==> config.mk <==
export PLATFORM = sky130hd
export DESIGN_NAME = qpv_panel_rx_flat
export DESIGN_NICKNAME = d
export VERILOG_FILES = /design/src/design/qpv_pkg.sv /design/src/design/qpv_link_if.sv /design/src/design/qpv_panel_rx.sv /design/src/flat_wrapper.sv
export VERILOG_INCLUDE_DIRS = /design/src /design/src/design
export SDC_FILE = /design/constraint.sdc
export NUM_CORES = 1
export LEC_CHECK = 0
export ABC_AREA = 1
export BUFFER_PORTS_ARGS = -buffer_cell sky130_fd_sc_hd__buf_2
export CAP_MARGIN = 20
export CORE_UTILIZATION = 61
export CTS_CLUSTER_SIZE = 30
export DETAILED_ROUTE_END_ITERATION = 7
export GPL_ROUTABILITY_DRIVEN = 0
export PLACE_DENSITY_LB_ADDON = 0.1
export SLEW_MARGIN = 15
export SYNTH_ARGS = -nofsm -noshare
export SYNTH_HDL_FRONTEND = slang
export SYNTH_SLANG_ARGS = --single-unit
==> constraint.sdc <==
create_clock -name clk -period 4.4 [get_ports clk]
set_clock_uncertainty 0.15 [all_clocks]
set_input_delay 0.88 -clock clk [delete_from_list [all_inputs] [get_ports clk]]
set_output_delay 0.88 -clock clk [all_outputs]
set_load 0.02 [all_outputs]
==> src/design/qpv_defs.svh <==
`ifndef QPV_DEFS_SVH
`define QPV_DEFS_SVH
// ----------------------------------------------------------------
// Link geometry
// ----------------------------------------------------------------
`define QPV_PORTS 4
`define QPV_WORD_W 35
`define QPV_CODE_W 10
`define QPV_PV_BIT 20
`define QPV_VS_BIT 19
`define QPV_HS_BIT 18
// ----------------------------------------------------------------
// Frame geometry
// ----------------------------------------------------------------
`define QPV_LINE_PIX 1920
`define QPV_ACT_LINES 1080
`define QPV_LINE_ACT_CLK 480
`define QPV_HBLANK_MAX 95
`define QPV_HBLANK_NOM 70
`define QPV_VBLANK_NOM 45
`define QPV_FIFO_DEPTH 8
// ----------------------------------------------------------------
// Timing
// ----------------------------------------------------------------
`define QPV_CLK_HZ 200000000
`define QPV_LOW_RATE_MIN_HZ 97
`define QPV_LOW_RATE_MAX_HZ 103
`define QPV_HIGH_RATE_MIN_HZ 117
`define QPV_HIGH_RATE_MAX_HZ 123
`define QPV_LINK_DIV 16
`endif

==> src/design/qpv_pkg.sv <==
`include "qpv_defs.svh"
package qpv_pkg;
  typedef struct packed {
    logic [`QPV_CODE_W-1:0] red;
    logic [`QPV_CODE_W-1:0] green;
    logic [`QPV_CODE_W-1:0] blue;
  } qpv_pix_s;

  typedef logic [`QPV_WORD_W-1:0] qpv_word_t;

  typedef enum logic [1:0] {
    QPV_OFF = 2'b00,
    QPV_IDLE = 2'b01,
    QPV_RUN = 2'b10
  } qpv_mode_e;

  typedef struct packed {
    logic [3:0] ck1;
    logic [3:0] ck2;
    logic [3:0] ck3;
    logic [3:0] ckq;
    logic [3:0][`QPV_WORD_W-1:0] d1;
    logic [3:0][`QPV_WORD_W-1:0] d2;
    logic [3:0][`QPV_WORD_W-1:0] d3;
    logic [2:0] fmt_s;
    logic [2:0] rate_s;
    logic fmt_q;
    logic rate_q;
    logic [7:0] blank;
    logic vblank;
    logic seen;
    logic [21:0] per;
    logic [1:0] rr;
    logic [10:0] x;
    logic [10:0] y;
    logic vld;
    logic sof;
    qpv_pix_s pix;
    logic ovf;
    logic rerr;
  } qpv_rx_s;

  typedef struct packed {
    qpv_mode_e mode;
    logic [3:0] div;
    logic lclk;
    logic [9:0] h;
    logic [10:0] v;
    logic [2:0] fill;
    qpv_pix_s [3:0] grp;
    logic [3:0][`QPV_WORD_W-1:0] word;
    logic fmt_o;
    logic rate_o;
    logic rdy;
    logic urun;
    logic fpulse;
    logic bl;
  } qpv_tx_s;

  // Spare, hsync and vsync positions are always sent low.
  function automatic qpv_word_t qpv_pack(input logic vesa, input qpv_pix_s p,
                                         input logic pv);
    qpv_word_t w;
    w = '0;
    w[`QPV_PV_BIT] = pv;
    if (vesa)
    begin
      w[5:0] = p.red[7:2];
      w[6] = p.green[2];
      w[11:7] = p.green[7:3];
      w[13:12] = p.blue[3:2];
      w[17:14] = p.blue[7:4];
      w[22:21] = p.red[9:8];
      w[24:23] = p.green[9:8];
      w[26:25] = p.blue[9:8];
    end
    else
    begin
      w[5:0] = p.red[9:4];
      w[6] = p.green[4];
      w[11:7] = p.green[9:5];
      w[13:12] = p.blue[5:4];
      w[17:14] = p.blue[9:6];
      w[22:21] = p.red[3:2];
      w[24:23] = p.green[3:2];
      w[26:25] = p.blue[3:2];
    end
    w[29:28] = p.red[1:0];
    w[31:30] = p.green[1:0];
    w[33:32] = p.blue[1:0];
    return w;
  endfunction

  function automatic qpv_pix_s qpv_unpack(input logic vesa, input qpv_word_t w);
    qpv_pix_s p;
    if (vesa)
    begin
      p.red = {w[22:21], w[5:0], w[29:28]};
      p.green = {w[24:23], w[11:7], w[6], w[31:30]};
      p.blue = {w[26:25], w[17:14], w[13:12], w[33:32]};
    end
    else
    begin
      p.red = {w[5:0], w[22:21], w[29:28]};
      p.green = {w[11:7], w[6], w[24:23], w[31:30]};
      p.blue = {w[17:14], w[13:12], w[26:25], w[33:32]};
    end
    return p;
  endfunction
endpackage

==> src/design/qpv_link_if.sv <==
`timescale 1ns/100ps
`include "qpv_defs.svh"
interface qpv_link_if;
  logic [3:0] link_clk;
  logic [3:0][`QPV_WORD_W-1:0] link_word;
  logic format_select;
  logic rate_select;
  modport host (output link_clk, output link_word, output format_select,
                output rate_select);
  modport panel (input link_clk, input link_word, input format_select,
                 input rate_select);
endinterface

==> src/design/qpv_panel_rx.sv <==
`timescale 1ns/100ps
`include "qpv_defs.svh"
module qpv_fifo #(
  parameter int W = 31,
  parameter int D = 8
) (
  // Clock and reset
  input wire logic clk,
  input wire logic arst_n,
  // Fill side
  input wire logic in_valid,
  output logic in_ready,
  input wire logic [W-1:0] in_data,
  // Drain side
  output logic out_valid,
  input wire logic out_ready,
  output logic [W-1:0] out_data
);
  localparam int AW = $clog2(D);
  typedef struct packed {
    logic [AW:0] wp;
    logic [AW:0] rp;
  } qpv_fifo_s;
  qpv_fifo_s f_reg;
  qpv_fifo_s f_next;
  logic [W-1:0] mem [D];
  logic wr;
  logic rd;

  assign in_ready = (f_reg.wp ^ f_reg.rp) != {1'b1, {AW{1'b0}}};
  assign out_valid = f_reg.wp != f_reg.rp;
  assign out_data = mem[f_reg.rp[AW-1:0]];
  assign wr = in_valid & in_ready;
  assign rd = out_valid & out_ready;

  always_comb
  begin
    f_next = f_reg;
    if (wr)
      f_next.wp = f_reg.wp + 1'b1;
    if (rd)
      f_next.rp = f_reg.rp + 1'b1;
  end

  always_ff @(posedge clk or negedge arst_n)
  begin
    if (!arst_n)
      f_reg <= '0;
    else
      f_reg <= f_next;
  end

  always_ff @(posedge clk)
  begin
    if (wr)
      mem[f_reg.wp[AW-1:0]] <= in_data;
  end
endmodule // qpv_fifo

module qpv_panel_rx
  import qpv_pkg::*;
#(
  parameter int LOW_MIN_CYC = (`QPV_CLK_HZ + `QPV_LOW_RATE_MAX_HZ - 1) / `QPV_LOW_RATE_MAX_HZ,
  parameter int LOW_MAX_CYC = `QPV_CLK_HZ / `QPV_LOW_RATE_MIN_HZ,
  parameter int HIGH_MIN_CYC = (`QPV_CLK_HZ + `QPV_HIGH_RATE_MAX_HZ - 1) / `QPV_HIGH_RATE_MAX_HZ,
  parameter int HIGH_MAX_CYC = `QPV_CLK_HZ / `QPV_HIGH_RATE_MIN_HZ
) (
  // Clock and reset
  input wire logic clk,
  input wire logic arst_n,
  // Link from the timing source
  qpv_link_if.panel link,
  // Pixel stream out
  input wire logic out_ready,
  output logic pix_valid,
  output logic [`QPV_CODE_W-1:0] pix_red,
  output logic [`QPV_CODE_W-1:0] pix_green,
  output logic [`QPV_CODE_W-1:0] pix_blue,
  output logic [10:0] pix_x,
  output logic [10:0] pix_y,
  output logic pix_sof,
  // Status
  output logic overflow,
  output logic rate_error
);
  localparam qpv_rx_s RX_RST = '{fmt_q: 1'b1, rate_q: 1'b1, default: '0};
  qpv_rx_s r_reg;
  qpv_rx_s r_next;
  logic [3:0] agree;
  logic [3:0] cap;
  logic [3:0] push;
  logic [3:0] in_rdy;
  logic [3:0] o_vld;
  logic [3:0] pop;
  logic [3:0][30:0] wdat;
  logic [3:0][30:0] o_dat;
  logic sof_evt;
  logic take;
  logic [21:0] lo;
  logic [21:0] hi;

  // ----------------------------------------------------------------
  // Edge detect and per-port buffering
  // ----------------------------------------------------------------
  assign agree = ~(r_reg.ck2 ^ r_reg.ck3);
  assign cap = agree & r_reg.ck3 & ~r_reg.ckq;
  // Only the port carrying pixel one marks a frame start.
  assign sof_evt = push[0] & r_reg.vblank;

  genvar g;
  generate
    for (g = 0; g < `QPV_PORTS; g++)
    begin : g_port
      assign push[g] = cap[g] & r_reg.d3[g][`QPV_PV_BIT];
      assign wdat[g] = {(g == 0) & sof_evt, qpv_unpack(r_reg.fmt_q, r_reg.d3[g])};
      qpv_fifo #(.W(31), .D(`QPV_FIFO_DEPTH)) u_fifo (
        .clk(clk),
        .arst_n(arst_n),
        .in_valid(push[g]),
        .in_ready(in_rdy[g]),
        .in_data(wdat[g]),
        .out_valid(o_vld[g]),
        .out_ready(pop[g]),
        .out_data(o_dat[g])
      );
    end
  endgenerate

  // Ports are drained 1,2,3,4,1,... to rebuild line order.
  assign take = o_vld[r_reg.rr] & (~r_reg.vld | out_ready);
  assign pop = take ? 4'(4'h1 << r_reg.rr) : 4'h0;
  assign lo = r_reg.rate_q ? 22'(LOW_MIN_CYC) : 22'(HIGH_MIN_CYC);
  assign hi = r_reg.rate_q ? 22'(LOW_MAX_CYC) : 22'(HIGH_MAX_CYC);

  // ----------------------------------------------------------------
  // Next state
  // ----------------------------------------------------------------
  always_comb
  begin
    r_next = r_reg;
    r_next.ck1 = link.link_clk;
    r_next.ck2 = r_reg.ck1;
    r_next.ck3 = r_reg.ck2;
    r_next.ckq = (agree & r_reg.ck3) | (~agree & r_reg.ckq);
    r_next.d1 = link.link_word;
    r_next.d2 = r_reg.d1;
    r_next.d3 = r_reg.d2;
    r_next.fmt_s = {r_reg.fmt_s[1:0], link.format_select};
    r_next.rate_s = {r_reg.rate_s[1:0], link.rate_select};
    if (r_reg.fmt_s[1] == r_reg.fmt_s[2])
      r_next.fmt_q = r_reg.fmt_s[2];
    if (r_reg.rate_s[1] == r_reg.rate_s[2])
      r_next.rate_q = r_reg.rate_s[2];
    // A blank run longer than any line blank means vertical blanking.
    if (cap[0])
    begin
      if (r_reg.d3[0][`QPV_PV_BIT])
      begin
        r_next.blank = '0;
        r_next.vblank = 1'b0;
      end
      else
      begin
        if (r_reg.blank != 8'hFF)
          r_next.blank = r_reg.blank + 8'h01;
        if (r_reg.blank >= 8'(`QPV_HBLANK_MAX))
          r_next.vblank = 1'b1;
      end
    end
    if (r_reg.per != 22'h3FFFFF)
      r_next.per = r_reg.per + 22'h000001;
    if (sof_evt)
    begin
      r_next.per = '0;
      r_next.seen = 1'b1;
      if (r_reg.seen)
        r_next.rerr = (r_reg.per < lo) | (r_reg.per > hi);
    end
    r_next.ovf = (r_reg.ovf & ~sof_evt) | |(push & ~in_rdy);
    if (take)
    begin
      r_next.vld = 1'b1;
      // Codes pass unchanged, so a larger code stays brighter.
      r_next.pix = o_dat[r_reg.rr][29:0];
      r_next.sof = o_dat[r_reg.rr][30];
      r_next.rr = r_reg.rr + 2'h1;
      if (o_dat[r_reg.rr][30])
      begin
        r_next.x = '0;
        r_next.y = '0;
      end
      else if (r_reg.x == 11'(`QPV_LINE_PIX - 1))
      begin
        r_next.x = '0;
        r_next.y = (r_reg.y == 11'(`QPV_ACT_LINES - 1)) ? '0 : r_reg.y + 11'h001;
      end
      else
        r_next.x = r_reg.x + 11'h001;
    end
    else if (out_ready)
      r_next.vld = 1'b0;
  end

  always_ff @(posedge clk or negedge arst_n)
  begin
    if (!arst_n)
      r_reg <= RX_RST;
    else
      r_reg <= r_next;
  end

  assign pix_valid = r_reg.vld;
  assign pix_red = r_reg.pix.red;
  assign pix_green = r_reg.pix.green;
  assign pix_blue = r_reg.pix.blue;
  assign pix_x = r_reg.x;
  assign pix_y = r_reg.y;
  assign pix_sof = r_reg.sof;
  assign overflow = r_reg.ovf;
  assign rate_error = r_reg.rerr;
endmodule // qpv_panel_rx

==> src/flat_wrapper.sv <==
// flat-port wrapper written by rule: the top's interface ports become plain ports
module qpv_panel_rx_flat import qpv_pkg::*;
#(
  parameter int LOW_MIN_CYC = (`QPV_CLK_HZ + `QPV_LOW_RATE_MAX_HZ - 1) / `QPV_LOW_RATE_MAX_HZ,
  parameter int LOW_MAX_CYC = `QPV_CLK_HZ / `QPV_LOW_RATE_MIN_HZ,
  parameter int HIGH_MIN_CYC = (`QPV_CLK_HZ + `QPV_HIGH_RATE_MAX_HZ - 1) / `QPV_HIGH_RATE_MAX_HZ,
  parameter int HIGH_MAX_CYC = `QPV_CLK_HZ / `QPV_HIGH_RATE_MIN_HZ
)
  (clk, arst_n, out_ready, pix_valid, pix_red, pix_green, pix_blue, pix_x, pix_y, pix_sof, overflow, rate_error, link_link_clk, link_link_word, link_format_select, link_rate_select);
  qpv_link_if link_i ();
  input wire logic clk;
  input wire logic arst_n;
  input wire logic out_ready;
  output logic pix_valid;
  output logic [`QPV_CODE_W-1:0] pix_red;
  output logic [`QPV_CODE_W-1:0] pix_green;
  output logic [`QPV_CODE_W-1:0] pix_blue;
  output logic [10:0] pix_x;
  output logic [10:0] pix_y;
  output logic pix_sof;
  output logic overflow;
  output logic rate_error;
  input wire logic [$bits(link_i.link_clk)-1:0] link_link_clk;
  input wire logic [$bits(link_i.link_word)-1:0] link_link_word;
  input wire logic [$bits(link_i.format_select)-1:0] link_format_select;
  input wire logic [$bits(link_i.rate_select)-1:0] link_rate_select;
  assign link_i.link_clk = link_link_clk;
  assign link_i.link_word = link_link_word;
  assign link_i.format_select = link_format_select;
  assign link_i.rate_select = link_rate_select;
  qpv_panel_rx #(.LOW_MIN_CYC(LOW_MIN_CYC), .LOW_MAX_CYC(LOW_MAX_CYC), .HIGH_MIN_CYC(HIGH_MIN_CYC), .HIGH_MAX_CYC(HIGH_MAX_CYC)) u_core (.clk(clk), .arst_n(arst_n), .link(link_i), .out_ready(out_ready), .pix_valid(pix_valid), .pix_red(pix_red), .pix_green(pix_green), .pix_blue(pix_blue), .pix_x(pix_x), .pix_y(pix_y), .pix_sof(pix_sof), .overflow(overflow), .rate_error(rate_error));
endmodule
==> metrics list, run 1 <==
- The worst setup path is captured at a flop.
- Overall power: 39160 uW
- Dividing the synthesized area by the synthesized cell count gives 11.89 um^2.
- Synth top cells by count: sky130_fd_sc_hd__nand2_1, sky130_fd_sc_hd__edfxtp_1, sky130_fd_sc_hd__nor2_1, sky130_fd_sc_hd__dfrtp_1, sky130_fd_sc_hd__o21ai_0
* Number of distinct library cell variants in the gate-level netlist after synthesis: 44
* R2r endpoint: u_core.pix_y[5]
- For the worst-skew pair, the clock arrives at the later sink with an insertion delay of 0.74 ns.
- In this run, synthesis inferred 968 flip-flops with an integrated enable.
* Slew at the pin with the worst max-slew slack: 1.157 ns
* Leakage power: 0.02528 uW
* Peak ir drop on the vdd network: 0.0005541 V
- Setup TNS: 0 ns
- Power spread over the standard cell area amounts to 610.9 mW/mm^2.
- The run finished with clean final reports.
- Setup repair after global routing left no endpoint under its margin.
- Number of antenna cells inserted: 0
* TritonCTS clock tree: yes
- Ranked by total cell area, the synthesized netlist is headed by sky130_fd_sc_hd__edfxtp_1, sky130_fd_sc_hd__dfrtp_1, sky130_fd_sc_hd__nand2_1.
- Count of TritonRoute iterations in the first routing pass: 6
- The die covers 0.09494 mm^2.
- Detail Route Antenna Nets: 0
* Port-buffer cells: 188
- Maximum clock rate: 278.6 MHz
* Proportion of netlist area held by the largest area contributor: 50.85%
- Starting density of the core: 61.99%
- In this design, the stage delay of the slowest critical-path cell is 0.70 ns.
- In the global route stage, overall resource usage came out at 27.49%.
- Worst hold-check path type: in2reg
* Total gr overflow: 0
- Yosys instantiated no cell more often than sky130_fd_sc_hd__nand2_1.
- CTS placed an instance of sky130_fd_sc_hd__clkbuf_16 at the clock tree root.
* Leading register cell type out of synthesis: sky130_fd_sc_hd__edfxtp_1
- Summing all placed instances gives a cell area of 0.05929 mm^2.
- Final std cell area, no fill: 0.06410 mm^2
- Num Clock Sinks: 1486
- Critical path peak fanout: 44
* Clock transition at the registers of the reported paths: 0.06 ns
- Sequential elements use 73.53% of the synthesized area.
- Number of global-route vias before repair: 33960
* HPWL after detailed placement: 73940 um
- Following the worst setup path forward leads to its endpoint at u_core.pix_y[5].
- The biggest area contributor in the post-synthesis netlist is sky130_fd_sc_hd__edfxtp_1.
- STA puts the critical path data required time at 4.87 ns.
* Worst-case headroom to the max-slew limit: 22.06%
- After detailed routing, the number of vias per cell comes to 5.649.
* FF+latch count, synth: 1486
- For this run, design rule violations remaining after detail routing come to 0.
- The first global-routing pass estimated 195700 um of wire.
* Die X: 308.1 um
- Height of the die: 308.1 um
- Buffers added to address setup during post-CTS repair amount to 0.
* Violation count after the first detailed-routing iteration: 3702
- The final hold violation count is 0.
- In this run the deepest clock path goes through 3 buffers.
- Type of the setup path with the least slack: reg2reg
* Worst hold slack: 0.08764 ns
- The critical path goes through inv_2 > nand2_1 > nand2_1 > nor2_1 > nand2_1 > nand2_1 > nand2_1 > inv_2 > nand2_2 > nand2_2 > inv_6 > nand2_2 > nand2_1 > nand2_1.
- Total of endpoints with negative setup slack in the final report: 0
- Of all flip-flops after synthesis, the portion carrying an async set or reset was 34.86%.
- Buffers inserted during clock tree synthesis total 147.
- Number of warning messages in the yosys log: 0
- Crit path max-delay cell type: sky130_fd_sc_hd__dfrtp_4
- Routed WL per cell: 20.30 um
- Syn nets: 4990
* Top-level I/O count: 205
* Critical Path Most Common Cell: sky130_fd_sc_hd__nand2_1
- Synthesized area: 0.05716 mm^2
* Area growth, synth to finish: 12.14%
- The H-tree was split into 4 levels.
- The routed design has 128200 um of wire.
- The total area inside the core boundary comes to 0.09222 mm^2.
- Slack of the worst reg-to-reg path: 0.81 ns
* Max reg flops: 968
* Number of antenna violations at the first check in global routing: 3
- The final critical path takes up 81.58% of the cycle.
- Number of maximum-capacitance violations: 0
- Count of mapped cells out of synthesis: 4806
* Fraction of layout cells with a size suffix above 1: 11.65%
- Entering global routing, the biggest net connects 150 pins.
* Final #Nets: 5132
- The critical path starts at u_core.g_port[1].u_fifo.f_reg[0].
- In this run the critical register-to-register path is launched from u_core.g_port[1].u_fifo.f_reg[0].
- The routed layout has 35670 vias.
- STA classifies the critical path startpoint as a flop.
* FF-to-FF path depth: 14
- Number of max-slew violations in the final report: 0
- Std-Cell Rows: 111
- Final standard cell utilization of the core: 69.51%
- Critical Path AT: 4.06 ns
- The smallest clock period supported by the final layout is computed as 3.590 ns.
## worst min path at each step
| stage | to | depth (start not counted) | start |
|---|---|---|---|
| after floorplan | u_core.r_next[100] | 0 | u_core.r_next[240] |
| after CTS | u_core.r_next[311] | 1 | link_link_word[73] |
| final | u_core.r_next[295] | 1 | link_link_word[57] |
| after detailed placement | u_core.r_next[104] | 0 | u_core.r_next[244] |
| after global routing | u_core.r_next[355] | 1 | link_link_word[117] |
| after global placement | u_core.r_reg[188] | 0 | u_core.r_next[188] |
## cells in the final DEF, fill, tap and decap left out, types with 12 or more instances in the layout
cell type,count
sky130_fd_sc_hd__o211ai_1,138
sky130_fd_sc_hd__buf_12,15
sky130_fd_sc_hd__clkbuf_16,154
sky130_fd_sc_hd__xor2_1,27
sky130_fd_sc_hd__clkbuf_8,20
sky130_fd_sc_hd__nand2_1,1002
sky130_fd_sc_hd__nor3_1,19
sky130_fd_sc_hd__a21oi_1,71
sky130_fd_sc_hd__clkbuf_1,36
sky130_fd_sc_hd__o21ai_0,443
sky130_fd_sc_hd__buf_4,85
sky130_fd_sc_hd__inv_1,192
sky130_fd_sc_hd__nor2_2,27
sky130_fd_sc_hd__inv_2,12
sky130_fd_sc_hd__dfrtp_1,507
sky130_fd_sc_hd__nor2_1,614
sky130_fd_sc_hd__ha_1,35
sky130_fd_sc_hd__buf_2,188
sky130_fd_sc_hd__clkinv_2,31
sky130_fd_sc_hd__nand4_1,29
sky130_fd_sc_hd__nand3_1,308
sky130_fd_sc_hd__edfxtp_1,968
sky130_fd_sc_hd__o21ai_1,55
## repair_timing
action                                  CTS  global route
endpoints found under the hold margin    71             0
endpoints found under the setup margin    0             0
gates resized for setup                   0             0
hold buffers                              1             0
## cell families (layout without fill, tap and decap cells)
group	Yosys count	in the layout	share of synthesized area [%]
fa+ha+maj	37	37	0.8011
compound gates	721	721	6.978
mux	4	4	0.07879
xor+xnor	29	29	0.4443
simple gates	2026	2026	14.29
flops	1486	1486	73.53
buf+inv	503	769	3.881
## report_power, final
part,switching [uW],leakage (uW),internal (uW)
clock network,5160,0.00237,7100
logic,7590,0.00800,2800
registers,700,0.0149,15800
total,13400,0.0253,25700
## metrics by stage
| stage | setup slack [ns] | std cells |
|---|---|---|
| floorplan | 0.5602 | 4806 |
| global placement | 0.9179 | 6039 |
| detailed placement | 0.9000 | 6040 |
| CTS | 0.8415 | 6314 |
| global route | 0.5328 | 6315 |
| finish | 0.8105 | 6315 |
## cell type report
type	instances	area (um^2)
Fill cell	6525	28120
Sequential cell	1486	42060
Timing Repair Buffer	290	1904
Inverter	206	779.5
Tap cell	1243	1555
Clock buffer	212	4279
Clock inverter	61	515.5
Multi-Input combinational cell	2817	13010
## layer usage
metal / GRT usage [%] / up-vias / wire length [um]
li1: - / 16720 / -
met1: 40.45 / 17390 / 56060
met2: 42.56 / 1334 / 59460
met3: 4.363 / 229 / 9401
met4: 8.747 / 2 / 3278
met5: 0 / - / 8
## critical path, delay by kind of cell, from the launching register on
family	cells	cell delay, ns
buffers and inverters	3	1.04
flip-flops	1	0.70
AND/OR/NAND/NOR	11	1.58
Note: power is estimated with default switching activity, not from simulation.
==> inputs of run 2 (changes only) <==
clock period = 3.4 ns   (was 4.4 ns; I/O delays follow)
==> run 2 against run 1 <==
  * Wire length grew 1.6%
  * Setup slack lost 0.21 ns
  * Fmax grew 28%
  * Hold slack gained 0.11 ns
  * Cell area grew 2.6%
  * Die area is the same
  * Sequential power grew 28%
  * Cell count grew 2.5%
  * Non-clock buffer count grew 163
  * Clock-buffer cell count grew 10
  * Critical path type unchanged
  * Total power grew 30%
==> metrics list, run 2 (synthesized netlist as in run 1, its figures left out) <==
* Leading cell types in the layout, fill and taps excluded: sky130_fd_sc_hd__nand2_1, sky130_fd_sc_hd__edfxtp_1, sky130_fd_sc_hd__nor2_1
* H-tree lvl count: 4
- Final standard cell utilization of the core: 71.32%
- Entering global routing, the biggest net connects 122 pins.
- Clock Root Buffer: sky130_fd_sc_hd__clkbuf_16
- Buffers placed on the I/O ports in this run total 188.
* Max reg flops: 968
- STA classifies the critical path endpoint as a flop.
- Global-route wire length before repair: 198900 um
* Maximum clock rate: 357.3 MHz
- In the routed design, unresolved DRC markers number 0.
* Launching instance or port of the critical path: u_core.r_next[525]
- At the worst endpoint, the required time is 3.70 ns.
* Worst hold slack: 0.1928 ns
- Combinational logic is responsible for 27.3% of the overall power.
* Setup TNS: 0 ns
- Core Region: 0.09222 mm^2
- Number of maximum-capacitance violations: 0
- The worst hold path was traced through 0 stages.
- Net switching power: 17380 uW
* Total gr overflow: 0
- FF-to-FF path depth: 8
- After legalization and detailed placement, the total HPWL measured 76180 um.
* Pwr Density: 773.5 mW/mm^2
- Measured against its own limit, the worst slew margin works out to 25.80%.
* DIE AREA: 0.09494 mm^2
- Slew at the pin with the worst max-slew slack: 1.101 ns
- Placed standard-cell area: 0.05967 mm^2
* Post-CTS Resized: 0
* Number of max-slew violations in the final report: 0
* Slack of the worst reg-to-reg path: 0.60 ns
- Beginning of the worst register-to-register path: u_core.r_next[525]
* Outcome: finished clean
- Number of antenna violations at the first check in global routing: 2
- CTS saw 1486 sinks.
- Including well taps, the total number of placed cells is 6074.
- Tmin final: 2.799 ns
- Peak per-stage delay on the critical path: 0.48 ns
- The number of buffers and inverters on the critical path is 2.
- Leading cell type in the layout, fill and taps excluded: sky130_fd_sc_hd__nand2_1
* Hold violation count in the final report: 0
- Detail Route Antenna Nets: 0
- Final Instance Count excl. Fillers: 6473
- Aggregate routed wire length: 130300 um
- Measured along the x axis, the die boundary spans 308.1 um.
* Number of global-route vias before repair: 35100
- Worst min-delay path endpoint: u_core.r_next[134]
* Crit path max-delay cell type: sky130_fd_sc_hd__nor2_2
- Global Route Usage Sum: 27.96%
- At the worst endpoint, the arrival time is 3.09 ns.
- Dividing the detail-routed wire length by the instance count gives 20.13 um.
* Series of cell instances along the critical path: ha_1 > nand2_1 > nor2_1 > nand2_1 > inv_2 > nand2_1 > nor2_2 > buf_4
- Counting stages on the worst path, the most repeated cell is sky130_fd_sc_hd__nand2_1.
- Once the floorplan was initialized, standard cells occupied 61.99% of the core.
- Std-Cell Rows: 111
* Peak ir drop on the vdd network: 0.0006522 V
- Total of endpoints with negative setup slack in the final report: 0
* Violation count after the first detailed-routing iteration: 3782
* Count of TritonRoute iterations in the first routing pass: 6
- The routed layout has 36330 vias.
- The endpoint identified for the worst register-to-register timing path is u_core.g_port[3].u_fifo.mem[0][0].
- Height of the die: 308.1 um
* Fraction of layout cells with a size suffix above 1: 11.78%
- Clock Power Share: 31.1%
- At the end of the flow, the number of nets in the layout was 5295.
- Of the total power, the share spent switching nets is 34.17%.
- In this run the worst hold path is classified as reg2reg.
* Clock transition at the registers of the reported paths: 0.06 ns
- Design internal power: 33490 uW
* Share of the clock period used by the worst path: 82.31%
- Number of buffers inserted during clock tree synthesis: 147
* Final std cell area, no fill: 0.06577 mm^2
- Launch instance of the worst min-delay path: u_core.r_next[274]
- Area growth, synth to finish: 15.05%
- Vias per inst: 5.613
- No sink is reached through more buffers than the 3 on the longest clock path.
* Unrepaired setup endpoints after global routing: false
- Summed over all cells, the static leakage comes to 0.02602 uW.
- 205 I/O pins were placed.
- Reg power frac: 41.6%
* Type of the setup path with the least slack: reg2reg
- TritonCTS built the clock tree.
- Among cell families on the critical path, the largest total delay comes from simple AND/OR/NAND/NOR gates.
- CP startpoint kind: flop
* Critical path peak fanout: 7
- Later-pin clock latency in the skew report: 0.76 ns
- The number of antenna diodes in the final layout is 0.
-- run 2: cell count changes in the layout (fill, tap and decap cells not counted), sizes merged --
cell,before,now
inv,215,212
buf,289,322
clkbuf,212,222
clkinv,44,36
dlygate4sd3,1,131
clkinvlp,3,0
bufinv,5,4
-- run 2: cell type report --
class                   instances  area, um^2
flip-flops and latches       1486       42060
fillers                      6161       26450
multi-input cells            2817       13030
clock buffers                 222        4368
repair buffers                453        3568
well taps                    1243        1555
inverters                     206       779.5
clock inverters                46       411.6
-- run 2: layer usage --
layer | vias to the layer above | share of wire, % | routed length (um) | GRT usage (%)
met1 | 17640 | 43 | 55890 | 40.53
met3 | 193 | 8.0 | 10480 | 4.693
met2 | 1466 | 47 | 60890 | 43.82
met5 | - | 0 | 0 | 0
li1 | 17040 | - | - | -
met4 | 0 | 2.3 | 3023 | 8.735
-- run 2: power groups by stage --
stage | Combinational, uW | Clock, uW | Sequential [uW]
after global routing | 15300 | 16800 | 21300
after detailed placement | 13600 | 0 | 21500
after global placement | 13300 | 0 | 21500
final | 13900 | 15800 | 21200
after floorplan | 9450 | 0 | 21100
after CTS | 13800 | 16000 | 21200
-- run 2: worst max-delay path by stage --
stage	to	slack, ns	cells after the start
5_1_grt	u_core.pix_red[8]	0.42	12
4_1_cts	u_core.g_port[0].u_fifo.mem[7][26]	0.65	10
3_5_place_dp	u_core.g_port[0].u_fifo.mem[7][24]	0.68	10
3_3_place_gp	u_core.pix_red[8]	0.73	12
6_report	u_core.g_port[3].u_fifo.mem[0][0]	0.60	8
2_1_floorplan	u_core.g_port[2].u_fifo.mem[0][0]	0.25	12
-- run 2: stage by stage --
step | worst slack [ns] | total power [uW]
floorplan | 0.2494 | 30600
global placement | 0.7266 | 34820
detailed placement | 0.6811 | 35140
CTS | 0.6490 | 50990
global route | 0.4232 | 53350
finish | 0.6014 | 50870
-- run 2: timing repair --
action / in CTS / in global routing
hold buffers: 131 / 0
endpoints found under the hold margin: 190 / 0
buffers inserted: 0 / 0
